File: config.mk
export PLATFORM = sky130hd
export DESIGN_NAME = srg_status_groups
export DESIGN_NICKNAME = d
export VERILOG_FILES = /design/src/rtl/srg_status_groups.v
export VERILOG_INCLUDE_DIRS = /design/src /design/src/pkg
export SDC_FILE = /design/constraint.sdc
export NUM_CORES = 1
export LEC_CHECK = 0
export BUFFER_PORTS_ARGS = -buffer_cell sky130_fd_sc_hd__buf_2
export CAP_MARGIN = 15
export CORE_ASPECT_RATIO = 2
export CORE_UTILIZATION = 30
export DETAILED_ROUTE_END_ITERATION = 6
export PLACE_DENSITY = 0.55
export SLEW_MARGIN = 20
export SYNTH_ARGS = -nofsm -noshare
export SYNTH_HDL_FRONTEND = slang
export SYNTH_SLANG_ARGS = --single-unit
File: constraint.sdc
create_clock -name ref_clk_i -period 7.3 [get_ports ref_clk_i]
set_input_delay 0 -clock ref_clk_i [delete_from_list [all_inputs] [get_ports ref_clk_i]]
set_output_delay 0 -clock ref_clk_i [all_outputs]
set_load 0.1 [all_outputs]
File: src/pkg/srg_defines.vh
// Constants for the operation and questionable status register groups.
`ifndef SRG_DEFINES_VH
`define SRG_DEFINES_VH
`define SRG_WIDTH 16
`define SRG_CMD_W 4
`define SRG_CMD_NOP 4'h0
`define SRG_CMD_WR_OPERATION_SUMMARY_BIT_ENAB 4'h1
`define SRG_CMD_WR_OPERATION_SUMMARY_BIT_FALL 4'h2
`define SRG_CMD_WR_OPERATION_SUMMARY_BIT_RISE 4'h3
`define SRG_CMD_WR_QUESTIONABLE_SUMMARY_BIT_ENAB 4'h4
`define SRG_CMD_WR_QUESTIONABLE_SUMMARY_BIT_FALL 4'h5
`define SRG_CMD_WR_QUESTIONABLE_SUMMARY_BIT_RISE 4'h6
`define SRG_CMD_RD_OPERATION_SUMMARY_BIT_EVENT 4'h7
`define SRG_CMD_RD_OPERATION_SUMMARY_BIT_COND 4'h8
`define SRG_CMD_RD_OPERATION_SUMMARY_BIT_ENAB 4'h9
`define SRG_CMD_RD_OPERATION_SUMMARY_BIT_FALL 4'ha
`define SRG_CMD_RD_OPERATION_SUMMARY_BIT_RISE 4'hb
`define SRG_CMD_RD_QUESTIONABLE_SUMMARY_BIT_EVENT 4'hc
`define SRG_CMD_RD_QUESTIONABLE_SUMMARY_BIT_COND 4'hd
`define SRG_CMD_RD_QUESTIONABLE_SUMMARY_BIT_ENAB 4'he
`define SRG_CMD_RD_QUESTIONABLE_SUMMARY_BIT_FALL 4'hf
`define SRG_RST_FILTER 16'h0000
`define SRG_RST_ENAB 16'h0000
`define SRG_RST_EVENT 16'h0000
`define SRG_PRESET_RISE 16'hffff
`define SRG_PRESET_FALL 16'h0000
`define SRG_PRESET_ENAB 16'h0000
`endif

File: src/rtl/srg_status_groups.v
// Operation and questionable status groups with filters, latches and masks.
`timescale 1ns/1ps
`include "srg_defines.vh"
module srg_status_groups #(
    parameter WIDTH = `SRG_WIDTH
) (
    input wire ref_clk_i,
    input wire reset_i,
    input wire clk_en_i,
    input wire [WIDTH-1:0] operation_summary_bit_cond_src_i,
    input wire [WIDTH-1:0] questionable_summary_bit_cond_src_i,
    input wire cmd_valid_i,
    input wire [`SRG_CMD_W-1:0] cmd_code_i,
    input wire [WIDTH-1:0] cmd_data_i,
    input wire clear_status_i,
    input wire status_preset_i,
    input wire instr_reset_i,
    output reg [WIDTH-1:0] rd_data_o,
    output reg rd_valid_o,
    output reg operation_summary_bit_o,
    output reg questionable_summary_bit_o
);

    // Edge detection against the previous live value, with filtering.
    function [WIDTH-1:0] srg_edges;
        input [WIDTH-1:0] prev;
        input [WIDTH-1:0] now;
        input [WIDTH-1:0] rise;
        input [WIDTH-1:0] fall;
        begin
            srg_edges = (~prev & now & rise) | (prev & ~now & fall);
        end
    endfunction

    // Summary of one group: any latched event whose mask bit is set.
    function srg_summary;
        input [WIDTH-1:0] events;
        input [WIDTH-1:0] mask;
        begin
            srg_summary = |(events & mask);
        end
    endfunction

    reg [WIDTH-1:0] operation_summary_bit_sync1_r;
    reg [WIDTH-1:0] operation_summary_bit_cond_r;
    reg [WIDTH-1:0] operation_summary_bit_prev_r;
    reg [WIDTH-1:0] questionable_summary_bit_sync1_r;
    reg [WIDTH-1:0] questionable_summary_bit_cond_r;
    reg [WIDTH-1:0] questionable_summary_bit_prev_r;
    reg [WIDTH-1:0] operation_summary_bit_enab_r;
    reg [WIDTH-1:0] operation_summary_bit_fall_r;
    reg [WIDTH-1:0] operation_summary_bit_rise_r;
    reg [WIDTH-1:0] operation_summary_bit_event_r;
    reg [WIDTH-1:0] questionable_summary_bit_enab_r;
    reg [WIDTH-1:0] questionable_summary_bit_fall_r;
    reg [WIDTH-1:0] questionable_summary_bit_rise_r;
    reg [WIDTH-1:0] questionable_summary_bit_event_r;
    reg [WIDTH-1:0] operation_summary_bit_event_nxt;
    reg [WIDTH-1:0] questionable_summary_bit_event_nxt;
    reg [WIDTH-1:0] rd_data_nxt;
    reg rd_valid_nxt;
    wire [WIDTH-1:0] operation_summary_bit_edges;
    wire [WIDTH-1:0] questionable_summary_bit_edges;
    wire [WIDTH-1:0] questionable_summary_bit_cond_view;
    wire wr_operation_summary_bit_enab;
    wire wr_operation_summary_bit_fall;
    wire wr_operation_summary_bit_rise;
    wire wr_questionable_summary_bit_enab;
    wire wr_questionable_summary_bit_fall;
    wire wr_questionable_summary_bit_rise;
    wire rd_operation_summary_bit_evt;
    wire rd_questionable_summary_bit_evt;

    // One strobe per writable register keeps each register block simple.
    assign wr_operation_summary_bit_enab = cmd_valid_i &&
        (cmd_code_i == `SRG_CMD_WR_OPERATION_SUMMARY_BIT_ENAB);
    assign wr_operation_summary_bit_fall = cmd_valid_i &&
        (cmd_code_i == `SRG_CMD_WR_OPERATION_SUMMARY_BIT_FALL);
    assign wr_operation_summary_bit_rise = cmd_valid_i &&
        (cmd_code_i == `SRG_CMD_WR_OPERATION_SUMMARY_BIT_RISE);
    assign wr_questionable_summary_bit_enab = cmd_valid_i &&
        (cmd_code_i == `SRG_CMD_WR_QUESTIONABLE_SUMMARY_BIT_ENAB);
    assign wr_questionable_summary_bit_fall = cmd_valid_i &&
        (cmd_code_i == `SRG_CMD_WR_QUESTIONABLE_SUMMARY_BIT_FALL);
    assign wr_questionable_summary_bit_rise = cmd_valid_i &&
        (cmd_code_i == `SRG_CMD_WR_QUESTIONABLE_SUMMARY_BIT_RISE);
    assign rd_operation_summary_bit_evt = cmd_valid_i &&
        (cmd_code_i == `SRG_CMD_RD_OPERATION_SUMMARY_BIT_EVENT);
    assign rd_questionable_summary_bit_evt = cmd_valid_i &&
        (cmd_code_i == `SRG_CMD_RD_QUESTIONABLE_SUMMARY_BIT_EVENT);
    // The questionable view is the synchronized condition alone; instr_reset_i
    // is not used, so instrument reset leaves the view and its history unchanged.
    assign questionable_summary_bit_cond_view = questionable_summary_bit_cond_r;
    assign operation_summary_bit_edges = srg_edges(operation_summary_bit_prev_r, operation_summary_bit_cond_r,
        operation_summary_bit_rise_r, operation_summary_bit_fall_r);
    assign questionable_summary_bit_edges = srg_edges(questionable_summary_bit_prev_r, questionable_summary_bit_cond_view,
        questionable_summary_bit_rise_r, questionable_summary_bit_fall_r);

    always @* begin
        operation_summary_bit_event_nxt = operation_summary_bit_event_r;
        questionable_summary_bit_event_nxt = questionable_summary_bit_event_r;
        // Clear first, then merge new edges, so a same-cycle edge survives.
        if (clear_status_i || rd_operation_summary_bit_evt) begin
            operation_summary_bit_event_nxt = `SRG_RST_EVENT;
        end
        if (clear_status_i || rd_questionable_summary_bit_evt) begin
            questionable_summary_bit_event_nxt = `SRG_RST_EVENT;
        end
        operation_summary_bit_event_nxt = operation_summary_bit_event_nxt | operation_summary_bit_edges;
        questionable_summary_bit_event_nxt = questionable_summary_bit_event_nxt | questionable_summary_bit_edges;
    end

    always @* begin
        rd_data_nxt = {WIDTH{1'b0}};
        rd_valid_nxt = 1'b0;
        if (cmd_valid_i) begin
            rd_valid_nxt = 1'b1;
            case (cmd_code_i)
                `SRG_CMD_RD_OPERATION_SUMMARY_BIT_EVENT: begin
                    rd_data_nxt = operation_summary_bit_event_r;
                end
                `SRG_CMD_RD_OPERATION_SUMMARY_BIT_COND: begin
                    rd_data_nxt = operation_summary_bit_cond_r;
                end
                `SRG_CMD_RD_OPERATION_SUMMARY_BIT_ENAB: begin
                    rd_data_nxt = operation_summary_bit_enab_r;
                end
                `SRG_CMD_RD_OPERATION_SUMMARY_BIT_FALL: begin
                    rd_data_nxt = operation_summary_bit_fall_r;
                end
                `SRG_CMD_RD_OPERATION_SUMMARY_BIT_RISE: begin
                    rd_data_nxt = operation_summary_bit_rise_r;
                end
                `SRG_CMD_RD_QUESTIONABLE_SUMMARY_BIT_EVENT: begin
                    rd_data_nxt = questionable_summary_bit_event_r;
                end
                `SRG_CMD_RD_QUESTIONABLE_SUMMARY_BIT_COND: begin
                    rd_data_nxt = questionable_summary_bit_cond_view;
                end
                `SRG_CMD_RD_QUESTIONABLE_SUMMARY_BIT_ENAB: begin
                    rd_data_nxt = questionable_summary_bit_enab_r;
                end
                `SRG_CMD_RD_QUESTIONABLE_SUMMARY_BIT_FALL: begin
                    rd_data_nxt = questionable_summary_bit_fall_r;
                end
                default: begin
                    rd_valid_nxt = 1'b0;
                end
            endcase
        end
    end

    // Source conditions come from outside this clock, so two flops each.
    always @(posedge ref_clk_i or posedge reset_i) begin
        if (reset_i) begin
            operation_summary_bit_sync1_r <= {WIDTH{1'b0}};
            operation_summary_bit_cond_r <= {WIDTH{1'b0}};
            operation_summary_bit_prev_r <= {WIDTH{1'b0}};
        end else if (clk_en_i) begin
            operation_summary_bit_sync1_r <= operation_summary_bit_cond_src_i;
            operation_summary_bit_cond_r <= operation_summary_bit_sync1_r;
            operation_summary_bit_prev_r <= operation_summary_bit_cond_r;
        end
    end

    always @(posedge ref_clk_i or posedge reset_i) begin
        if (reset_i) begin
            questionable_summary_bit_sync1_r <= {WIDTH{1'b0}};
            questionable_summary_bit_cond_r <= {WIDTH{1'b0}};
            questionable_summary_bit_prev_r <= {WIDTH{1'b0}};
        end else if (clk_en_i) begin
            questionable_summary_bit_sync1_r <= questionable_summary_bit_cond_src_i;
            questionable_summary_bit_cond_r <= questionable_summary_bit_sync1_r;
            questionable_summary_bit_prev_r <= questionable_summary_bit_cond_view;
        end
    end

    // Preset has priority over a write that arrives in the same cycle.
    always @(posedge ref_clk_i or posedge reset_i) begin
        if (reset_i) begin
            operation_summary_bit_enab_r <= `SRG_RST_ENAB;
        end else if (clk_en_i) begin
            if (status_preset_i) begin
                operation_summary_bit_enab_r <= `SRG_PRESET_ENAB;
            end else if (wr_operation_summary_bit_enab) begin
                operation_summary_bit_enab_r <= cmd_data_i;
            end
        end
    end

    always @(posedge ref_clk_i or posedge reset_i) begin
        if (reset_i) begin
            operation_summary_bit_fall_r <= `SRG_RST_FILTER;
        end else if (clk_en_i) begin
            if (status_preset_i) begin
                operation_summary_bit_fall_r <= `SRG_PRESET_FALL;
            end else if (wr_operation_summary_bit_fall) begin
                operation_summary_bit_fall_r <= cmd_data_i;
            end
        end
    end

    always @(posedge ref_clk_i or posedge reset_i) begin
        if (reset_i) begin
            operation_summary_bit_rise_r <= `SRG_RST_FILTER;
        end else if (clk_en_i) begin
            if (status_preset_i) begin
                operation_summary_bit_rise_r <= `SRG_PRESET_RISE;
            end else if (wr_operation_summary_bit_rise) begin
                operation_summary_bit_rise_r <= cmd_data_i;
            end
        end
    end

    always @(posedge ref_clk_i or posedge reset_i) begin
        if (reset_i) begin
            questionable_summary_bit_enab_r <= `SRG_RST_ENAB;
        end else if (clk_en_i) begin
            if (status_preset_i) begin
                questionable_summary_bit_enab_r <= `SRG_PRESET_ENAB;
            end else if (wr_questionable_summary_bit_enab) begin
                questionable_summary_bit_enab_r <= cmd_data_i;
            end
        end
    end

    always @(posedge ref_clk_i or posedge reset_i) begin
        if (reset_i) begin
            questionable_summary_bit_fall_r <= `SRG_RST_FILTER;
        end else if (clk_en_i) begin
            if (status_preset_i) begin
                questionable_summary_bit_fall_r <= `SRG_PRESET_FALL;
            end else if (wr_questionable_summary_bit_fall) begin
                questionable_summary_bit_fall_r <= cmd_data_i;
            end
        end
    end

    // The code space is full, so this filter has no readback command.
    always @(posedge ref_clk_i or posedge reset_i) begin
        if (reset_i) begin
            questionable_summary_bit_rise_r <= `SRG_RST_FILTER;
        end else if (clk_en_i) begin
            if (status_preset_i) begin
                questionable_summary_bit_rise_r <= `SRG_PRESET_RISE;
            end else if (wr_questionable_summary_bit_rise) begin
                questionable_summary_bit_rise_r <= cmd_data_i;
            end
        end
    end

    // Event latches are never touched by instrument reset.
    always @(posedge ref_clk_i or posedge reset_i) begin
        if (reset_i) begin
            operation_summary_bit_event_r <= `SRG_RST_EVENT;
            questionable_summary_bit_event_r <= `SRG_RST_EVENT;
        end else if (clk_en_i) begin
            operation_summary_bit_event_r <= operation_summary_bit_event_nxt;
            questionable_summary_bit_event_r <= questionable_summary_bit_event_nxt;
        end
    end

    always @(posedge ref_clk_i or posedge reset_i) begin
        if (reset_i) begin
            rd_data_o <= {WIDTH{1'b0}};
            rd_valid_o <= 1'b0;
            operation_summary_bit_o <= 1'b0;
            questionable_summary_bit_o <= 1'b0;
        end else if (clk_en_i) begin
            rd_data_o <= rd_data_nxt;
            rd_valid_o <= rd_valid_nxt;
            operation_summary_bit_o <=
                srg_summary(operation_summary_bit_event_nxt, operation_summary_bit_enab_r);
            questionable_summary_bit_o <=
                srg_summary(questionable_summary_bit_event_nxt, questionable_summary_bit_enab_r);
        end
    end

endmodule // srg_status_groups

# Word level (Yosys, flattened, before mapping)
# Cells that the tools add are included.
dict set report op_classes {
  eq_ne 15
  bitwise_logic 18
  n_mux 18
  reduce_logical 25
}
# op n
set op_table {}
lappend op_table {{2-to-1 mux 16 bit} 15}
lappend op_table {{AND 16 bit} 10}
lappend op_table {{case mux 16 bit (9 select lines)} 1}
lappend op_table {{inverter 16 bit} 4}
lappend op_table {{bitwise OR 16 bit} 4}
lappend op_table {{equality test 4 bit, second input constant} 8}
lappend op_table {{OR reduction 16 bit} 2}
lappend op_table {{equality test 4 x 3 -> 1 bit, second input constant} 4}
lappend op_table {{AND reduction 2 bit} 6}
lappend op_table {{nonzero test 2 bit} 6}
lappend op_table {{OR reduction 9 bit} 1}
lappend op_table {{equality test 4 x 2 -> 1 bit, second input constant} 2}
lappend op_table {{logical AND 1 bit} 8}
lappend op_table {{equality test 4 x 1 -> 1 bit, second input constant} 1}
lappend op_table {{logical OR 1 bit} 2}
lappend op_table {{2-to-1 mux 1 bit} 2}
dict set report totals {
  inputBits 59
  register_bits 243
}

# Logic depth before layout (Yosys ltp)
dict set report depth {
  ltp_word 7
  mapped_depth 8
  ltp_nobuf 5
}

# Least setup slack after synthesis
# No wires, ideal clock.
dict set report synth_timing {
  path_kind {reg-to-reg}
  start {reg questionable_summary_bit_event_r[11]}
  end {reg questionable_summary_bit_o}
  required_time_ns 7.174
  period_less_slack_ns 1.523
  stages_incl_launch_ff 6
  slack_ns 5.777
  setup_ns 0.126
  path_buffers 0
  arrival_ns 1.397
  cell_sequence {dfrtp_1 a222oi_1 nand3_1 o31ai_1 nand4_1 o32a_1}
}
dict set report synth_via {
  elab_chain_cells 4
}
# element line
set synth_rtl {}
lappend synth_rtl {{from (decl)} srg_status_groups.v:57} ;# reg [WIDTH-1:0] questionable_summary_bit_event_r;
lappend synth_rtl {{from (signal assigned)} srg_status_groups.v:256} ;# questionable_summary_bit_event_r <= `SRG_RST_EVENT;
lappend synth_rtl {{from (signal assigned)} srg_status_groups.v:259} ;# questionable_summary_bit_event_r <= questionable_summary_bit_event_nxt;
lappend synth_rtl {{2-to-1 mux 16 bit} srg_status_groups.v:106} ;# if (clear_status_i || rd_questionable_summary_bit_evt) begin
lappend synth_rtl {{bitwise OR 16 bit} srg_status_groups.v:110} ;# questionable_summary_bit_event_nxt = questionable_summary_bit_event_nxt | questionable_summary_bit_edges;
lappend synth_rtl {{AND 16 bit} srg_status_groups.v:40} ;# srg_summary = |(events & mask);
lappend synth_rtl {{OR reduction 16 bit} srg_status_groups.v:40}
lappend synth_rtl {{to (signal assigned)} srg_status_groups.v:274} ;# questionable_summary_bit_o <=
lappend synth_rtl {{to (decl)} srg_status_groups.v:21} ;# output reg questionable_summary_bit_o
# No other way between the ends.
# A chain may end at the register's enable or synchronous reset.

# Worst setup path in the final report
dict set report layout_timing {
  start {in cmd_code_i[1]}
  end {reg questionable_summary_bit_event_r[7]}
}
dict set report layout_via {
  elab_chain_cells 5
}
# element line
set layout_rtl {}
lappend layout_rtl {{from (decl)} srg_status_groups.v:13} ;# input wire [`SRG_CMD_W-1:0] cmd_code_i,
lappend layout_rtl {{equality test 4 bit} --}
lappend layout_rtl {{logical AND 1 bit} srg_status_groups.v:89} ;# assign rd_questionable_summary_bit_evt = cmd_valid_i &&
lappend layout_rtl {{logical OR 1 bit} srg_status_groups.v:106}
lappend layout_rtl {{2-to-1 mux 16 bit} srg_status_groups.v:106}
lappend layout_rtl {{bitwise OR 16 bit} srg_status_groups.v:110}
# No other way between the ends.

==> impl_summary.txt <==
----------------------------------------------------
[Final layout]
  Area taken by multi-input logic gates ... between 0.004 and 0.005 mm2
  Number of antenna diodes ... 0
  Fillers ... ~3500
  Share of final-layout standard cells stronger than drive strength 1 ... 29.83%
  P&R area growth vs syn ... 18.19%
  Most frequent cells in the layout ... 243 x sky130_fd_sc_hd__dfrtp_1, 158 x sky130_fd_sc_hd__mux2_2, 75 x sky130_fd_sc_hd__buf_2, 58 x sky130_fd_sc_hd__nand2_1
  Nets@finish ... about 1100
  Non-filler cells, final ... 1459
  Area occupied by registers ... slightly above 0.006 mm2
  Leading cell type in the layout, fill and taps excluded ... sky130_fd_sc_hd__dfrtp_1

[Drt]
  DRT iter0 DRCs ... ~700
  Wire length per cell ... around 21 um
  Via count ... between 7000 and 8000
  Met2 wirelength from detailed routing ... 15320 um
  Met1 routed wirelength after detailed routing ... roughly 12000 um
  Number of iterations in the first detailed-routing pass ... 5
  Post-route ant nets ... 0
  Number of remaining DRC errors ... 0
  Detailed-route wire length ... about 30000 um
  Met3 WL post-DR ... between 1000 and 1500 um
  DR top layer ... met4
  Ratio of routed vias to standard cells ... about 5.3

[Placement]
  Inst Count DP ... around 1400
  Routability congestion estimate from global placement ... 0.8453
  Port buffer count ... 76
  Detailed Place HPWL ... approximately 22000 um

[Timing]
  Number of hold violations in the final report ... 0
  Setup repair after global routing missed its margin ... false
  Worst clock skew ... approximately 7.9 ps
  Worst Max-Slew Pin Slew ... approximately 1000 ps
  Top achievable clock speed ... 0.4662 GHz
  Total negative setup slack ... 0 ps
  Number of pins exceeding their max-slew limit in the final report ... 0
  Relative slew margins ... between 30% and 40%
  Crit path time final ... roughly 2100 ps
  Count of final setup violators ... 0
  Final worst-path cycle share ... a little under 30%

[Floorplanning]
  Floorplan die width ... between 100 and 150 um
  Initial Util ... between 30% and 40%
  Site row count ... 98
  Die Footprint ... roughly 0.037 mm2
  Die Y-Extent ... 272.8 um
  I/O pins ... 78
  Std-Cell Core Area ... roughly 0.036 mm2

[Flow run]
  Number of max-cap violations ... 0

[Yosys]
  Number of warnings printed during yosys synthesis ... 0
  Net count after synthesis ... roughly 950
  Number of distinct library cell variants in the gate-level netlist after synthesis ... 54
  Number of storage elements in the synthesis netlist ... about 240
  Synth Flop Type ... sky130_fd_sc_hd__dfrtp_1
  Number of enable flip-flop cells after synthesis ... 0
  Share of flip-flops with an asynchronous set or reset after synthesis ... 100.0%
  Register area share after synthesis ... about 55%
  Synthesized area ... approximately 0.011 mm2
  Number of instances in the synthesized netlist ... ~890
  Post-Syn Area per Cell ... 12.39 um2

[Setup path]
  CP arrival ... between 2000 and 3000 ps
  Worst Setup Path Type ... in2reg
  Startpoint type of the worst setup path ... input port
  Worst Path Max Fanout ... 17
  Worst Setup End Kind ... flip-flop
  Data required time of the critical path ... a little under 8000 ps

[Clocking]
  Clock Latency Late Sink ... 510 ps
  # H-tree levels ... 1
  CTS root buf ... sky130_fd_sc_hd__clkbuf_16
  Number of CTS-inserted buffers ... 21
  Clock-pin slew of the registers on the worst-case setup and hold paths ... 70 ps
  Bufs on Longest Clock Path ... 3
  Number of sinks on the clock net ... around 240
  Clock tree from TritonCTS ... built

[Global routing]
  Antenna violations before repair ... 0
  Via count of the first global-routing pass ... 7891
  GRT Total Usage ... between 10% and 20%
  Wire length of the first global-routing pass ... ~48000 um
  Pin count of the biggest net entering global routing ... ~130
  Total congestion overflow ... 0

[Run status]
  Outcome ... complete, no violations

[Pwr]
  IR drop worst, VDD ... between 0.00015 and 0.0002 V
  Static Leakage ... roughly 5.5 nW
  Power after layout ... ~3.6 mW
  Power Dens Cells ... around 270 mW/mm2

[Hold path]
  Kind of path behind the tightest hold check ... in2reg

----------------------------------------------------
## final timing paths
path	cells after the start	from	slack [ps]	end
max	6	cmd_code_i[1]	5160	questionable_summary_bit_event_r[7]
min	3	cmd_code_i[0]	40	rd_data_o[3]
max reg2reg	5	questionable_summary_bit_enab_r[5]	5460	questionable_summary_bit_o
min reg2reg	1	rd_data_o[11]	480	rd_data_o[11]
max in group asynchronous	4	reset_i	5770	operation_summary_bit_enab_r[3]
min in group asynchronous	3	reset_i	250	operation_summary_bit_rise_r[9]
## synthesized netlist by cell type (3+ instances only)
cell type	count	share of area, %
sky130_fd_sc_hd__buf_2	22	1.0
sky130_fd_sc_hd__dfrtp_1	243	55
sky130_fd_sc_hd__nand2_1	58	2.0
sky130_fd_sc_hd__a31oi_1	6	0.34
sky130_fd_sc_hd__nor3_1	4	0.18
sky130_fd_sc_hd__o2bb2ai_1	16	1.3
sky130_fd_sc_hd__clkbuf_1	7	0.24
sky130_fd_sc_hd__o21ai_1	4	0.18
sky130_fd_sc_hd__nor2b_1	16	0.91
sky130_fd_sc_hd__buf_4	6	0.41
sky130_fd_sc_hd__a222oi_1	15	1.4
sky130_fd_sc_hd__nand3_1	13	0.59
sky130_fd_sc_hd__nand4_1	7	0.40
sky130_fd_sc_hd__a22oi_2	4	0.46
sky130_fd_sc_hd__buf_1	10	0.34
sky130_fd_sc_hd__mux2_2	158	16
sky130_fd_sc_hd__o21ai_0	50	2.3
sky130_fd_sc_hd__nand3b_1	32	2.2
sky130_fd_sc_hd__nor2_1	45	1.5
sky130_fd_sc_hd__inv_1	8	0.27
sky130_fd_sc_hd__a22o_1	41	3.3
sky130_fd_sc_hd__nand4b_1	3	0.24
sky130_fd_sc_hd__buf_6	9	0.92
sky130_fd_sc_hd__a22oi_1	55	3.8
sky130_fd_sc_hd__and4b_1	3	0.27
sky130_fd_sc_hd__a21oi_1	18	0.82
## layout make-up
type	count	share of cell area (%)
multi-input cells	580	35.05
well taps	450	4.331
flip-flops and latches	243	46.78
inverters	8	0.2887
repair buffers	141	7.786
clock inverters	9	1.136
clock buffers	28	4.629
## power by group
part | switching [mW] | total, mW | leakage, nW | internal [mW]
Clock | 0.507 | 1.23 | 0.369 | 0.721
Combinational | 0.316 | 0.587 | 2.19 | 0.271
Sequential | 0.207 | 1.76 | 2.96 | 1.55
## cell families after synthesis
family / count (synthesis) / synth area share [%]
muxes: 159 / 16.28
and+or+nand+nor: 196 / 9.885
DFF: 243 / 55.28
AOI/OAI and AO/OA: 225 / 15.14
buffers and inverters: 65 / 3.413
## flip-flops by register name (all words and copies together), names as in the netlist, 16 cells and up
signal and flops:
questionable_summary_bit_enab_r 16, questionable_summary_bit_rise_r 16, operation_summary_bit_rise_r 16, operation_summary_bit_enab_r 16, operation_summary_bit_event_r 16, questionable_summary_bit_sync1_r 16
operation_summary_bit_cond_r 16, questionable_summary_bit_prev_r 16, questionable_summary_bit_fall_r 16, operation_summary_bit_fall_r 16, operation_summary_bit_prev_r 16, questionable_summary_bit_cond_r 16
rd_data_o 16, questionable_summary_bit_event_r 16, operation_summary_bit_sync1_r 16
## critical path, stage by stage
cell	delay, ps
sky130_fd_sc_hd__dlygate4sd3_1	540
sky130_fd_sc_hd__buf_2	220
sky130_fd_sc_hd__and4bb_2	660
sky130_fd_sc_hd__a21oi_1	180
sky130_fd_sc_hd__nand2b_1	560
sky130_fd_sc_hd__a22o_1	360
## metal layers
| layer | up-vias | global-route usage (%) |
|---|---|---|
| met5 | - | 0 |
| met4 | 0 | 11.19 |
| met3 | 75 | 1.762 |
| met2 | 210 | 28.60 |
| met1 | 3888 | 20.52 |
| li1 | 3546 | - |
## metrics by stage
step	hold slack (ps)	worst slack (ps)	area [um2]	util (%)
finish	42.52	5155	13000	36.18
global route	63.52	5006	13000	36.18
CTS	18.03	5204	13000	36.18
detailed placement	234.3	5190	11700	32.57
global placement	232.7	5198	11690	32.55
floorplan	151.7	626.8	11000	-
## repair_timing
item | in CTS | in global routing
setup endpoints to repair | 0 | 0
hold buffers | 55 | 0
resized for setup | 0 | 0
setup buffers | 0 | 0
endpoints found under the hold margin | 210 | 0
Note: power is estimated with default switching activity, not from simulation.
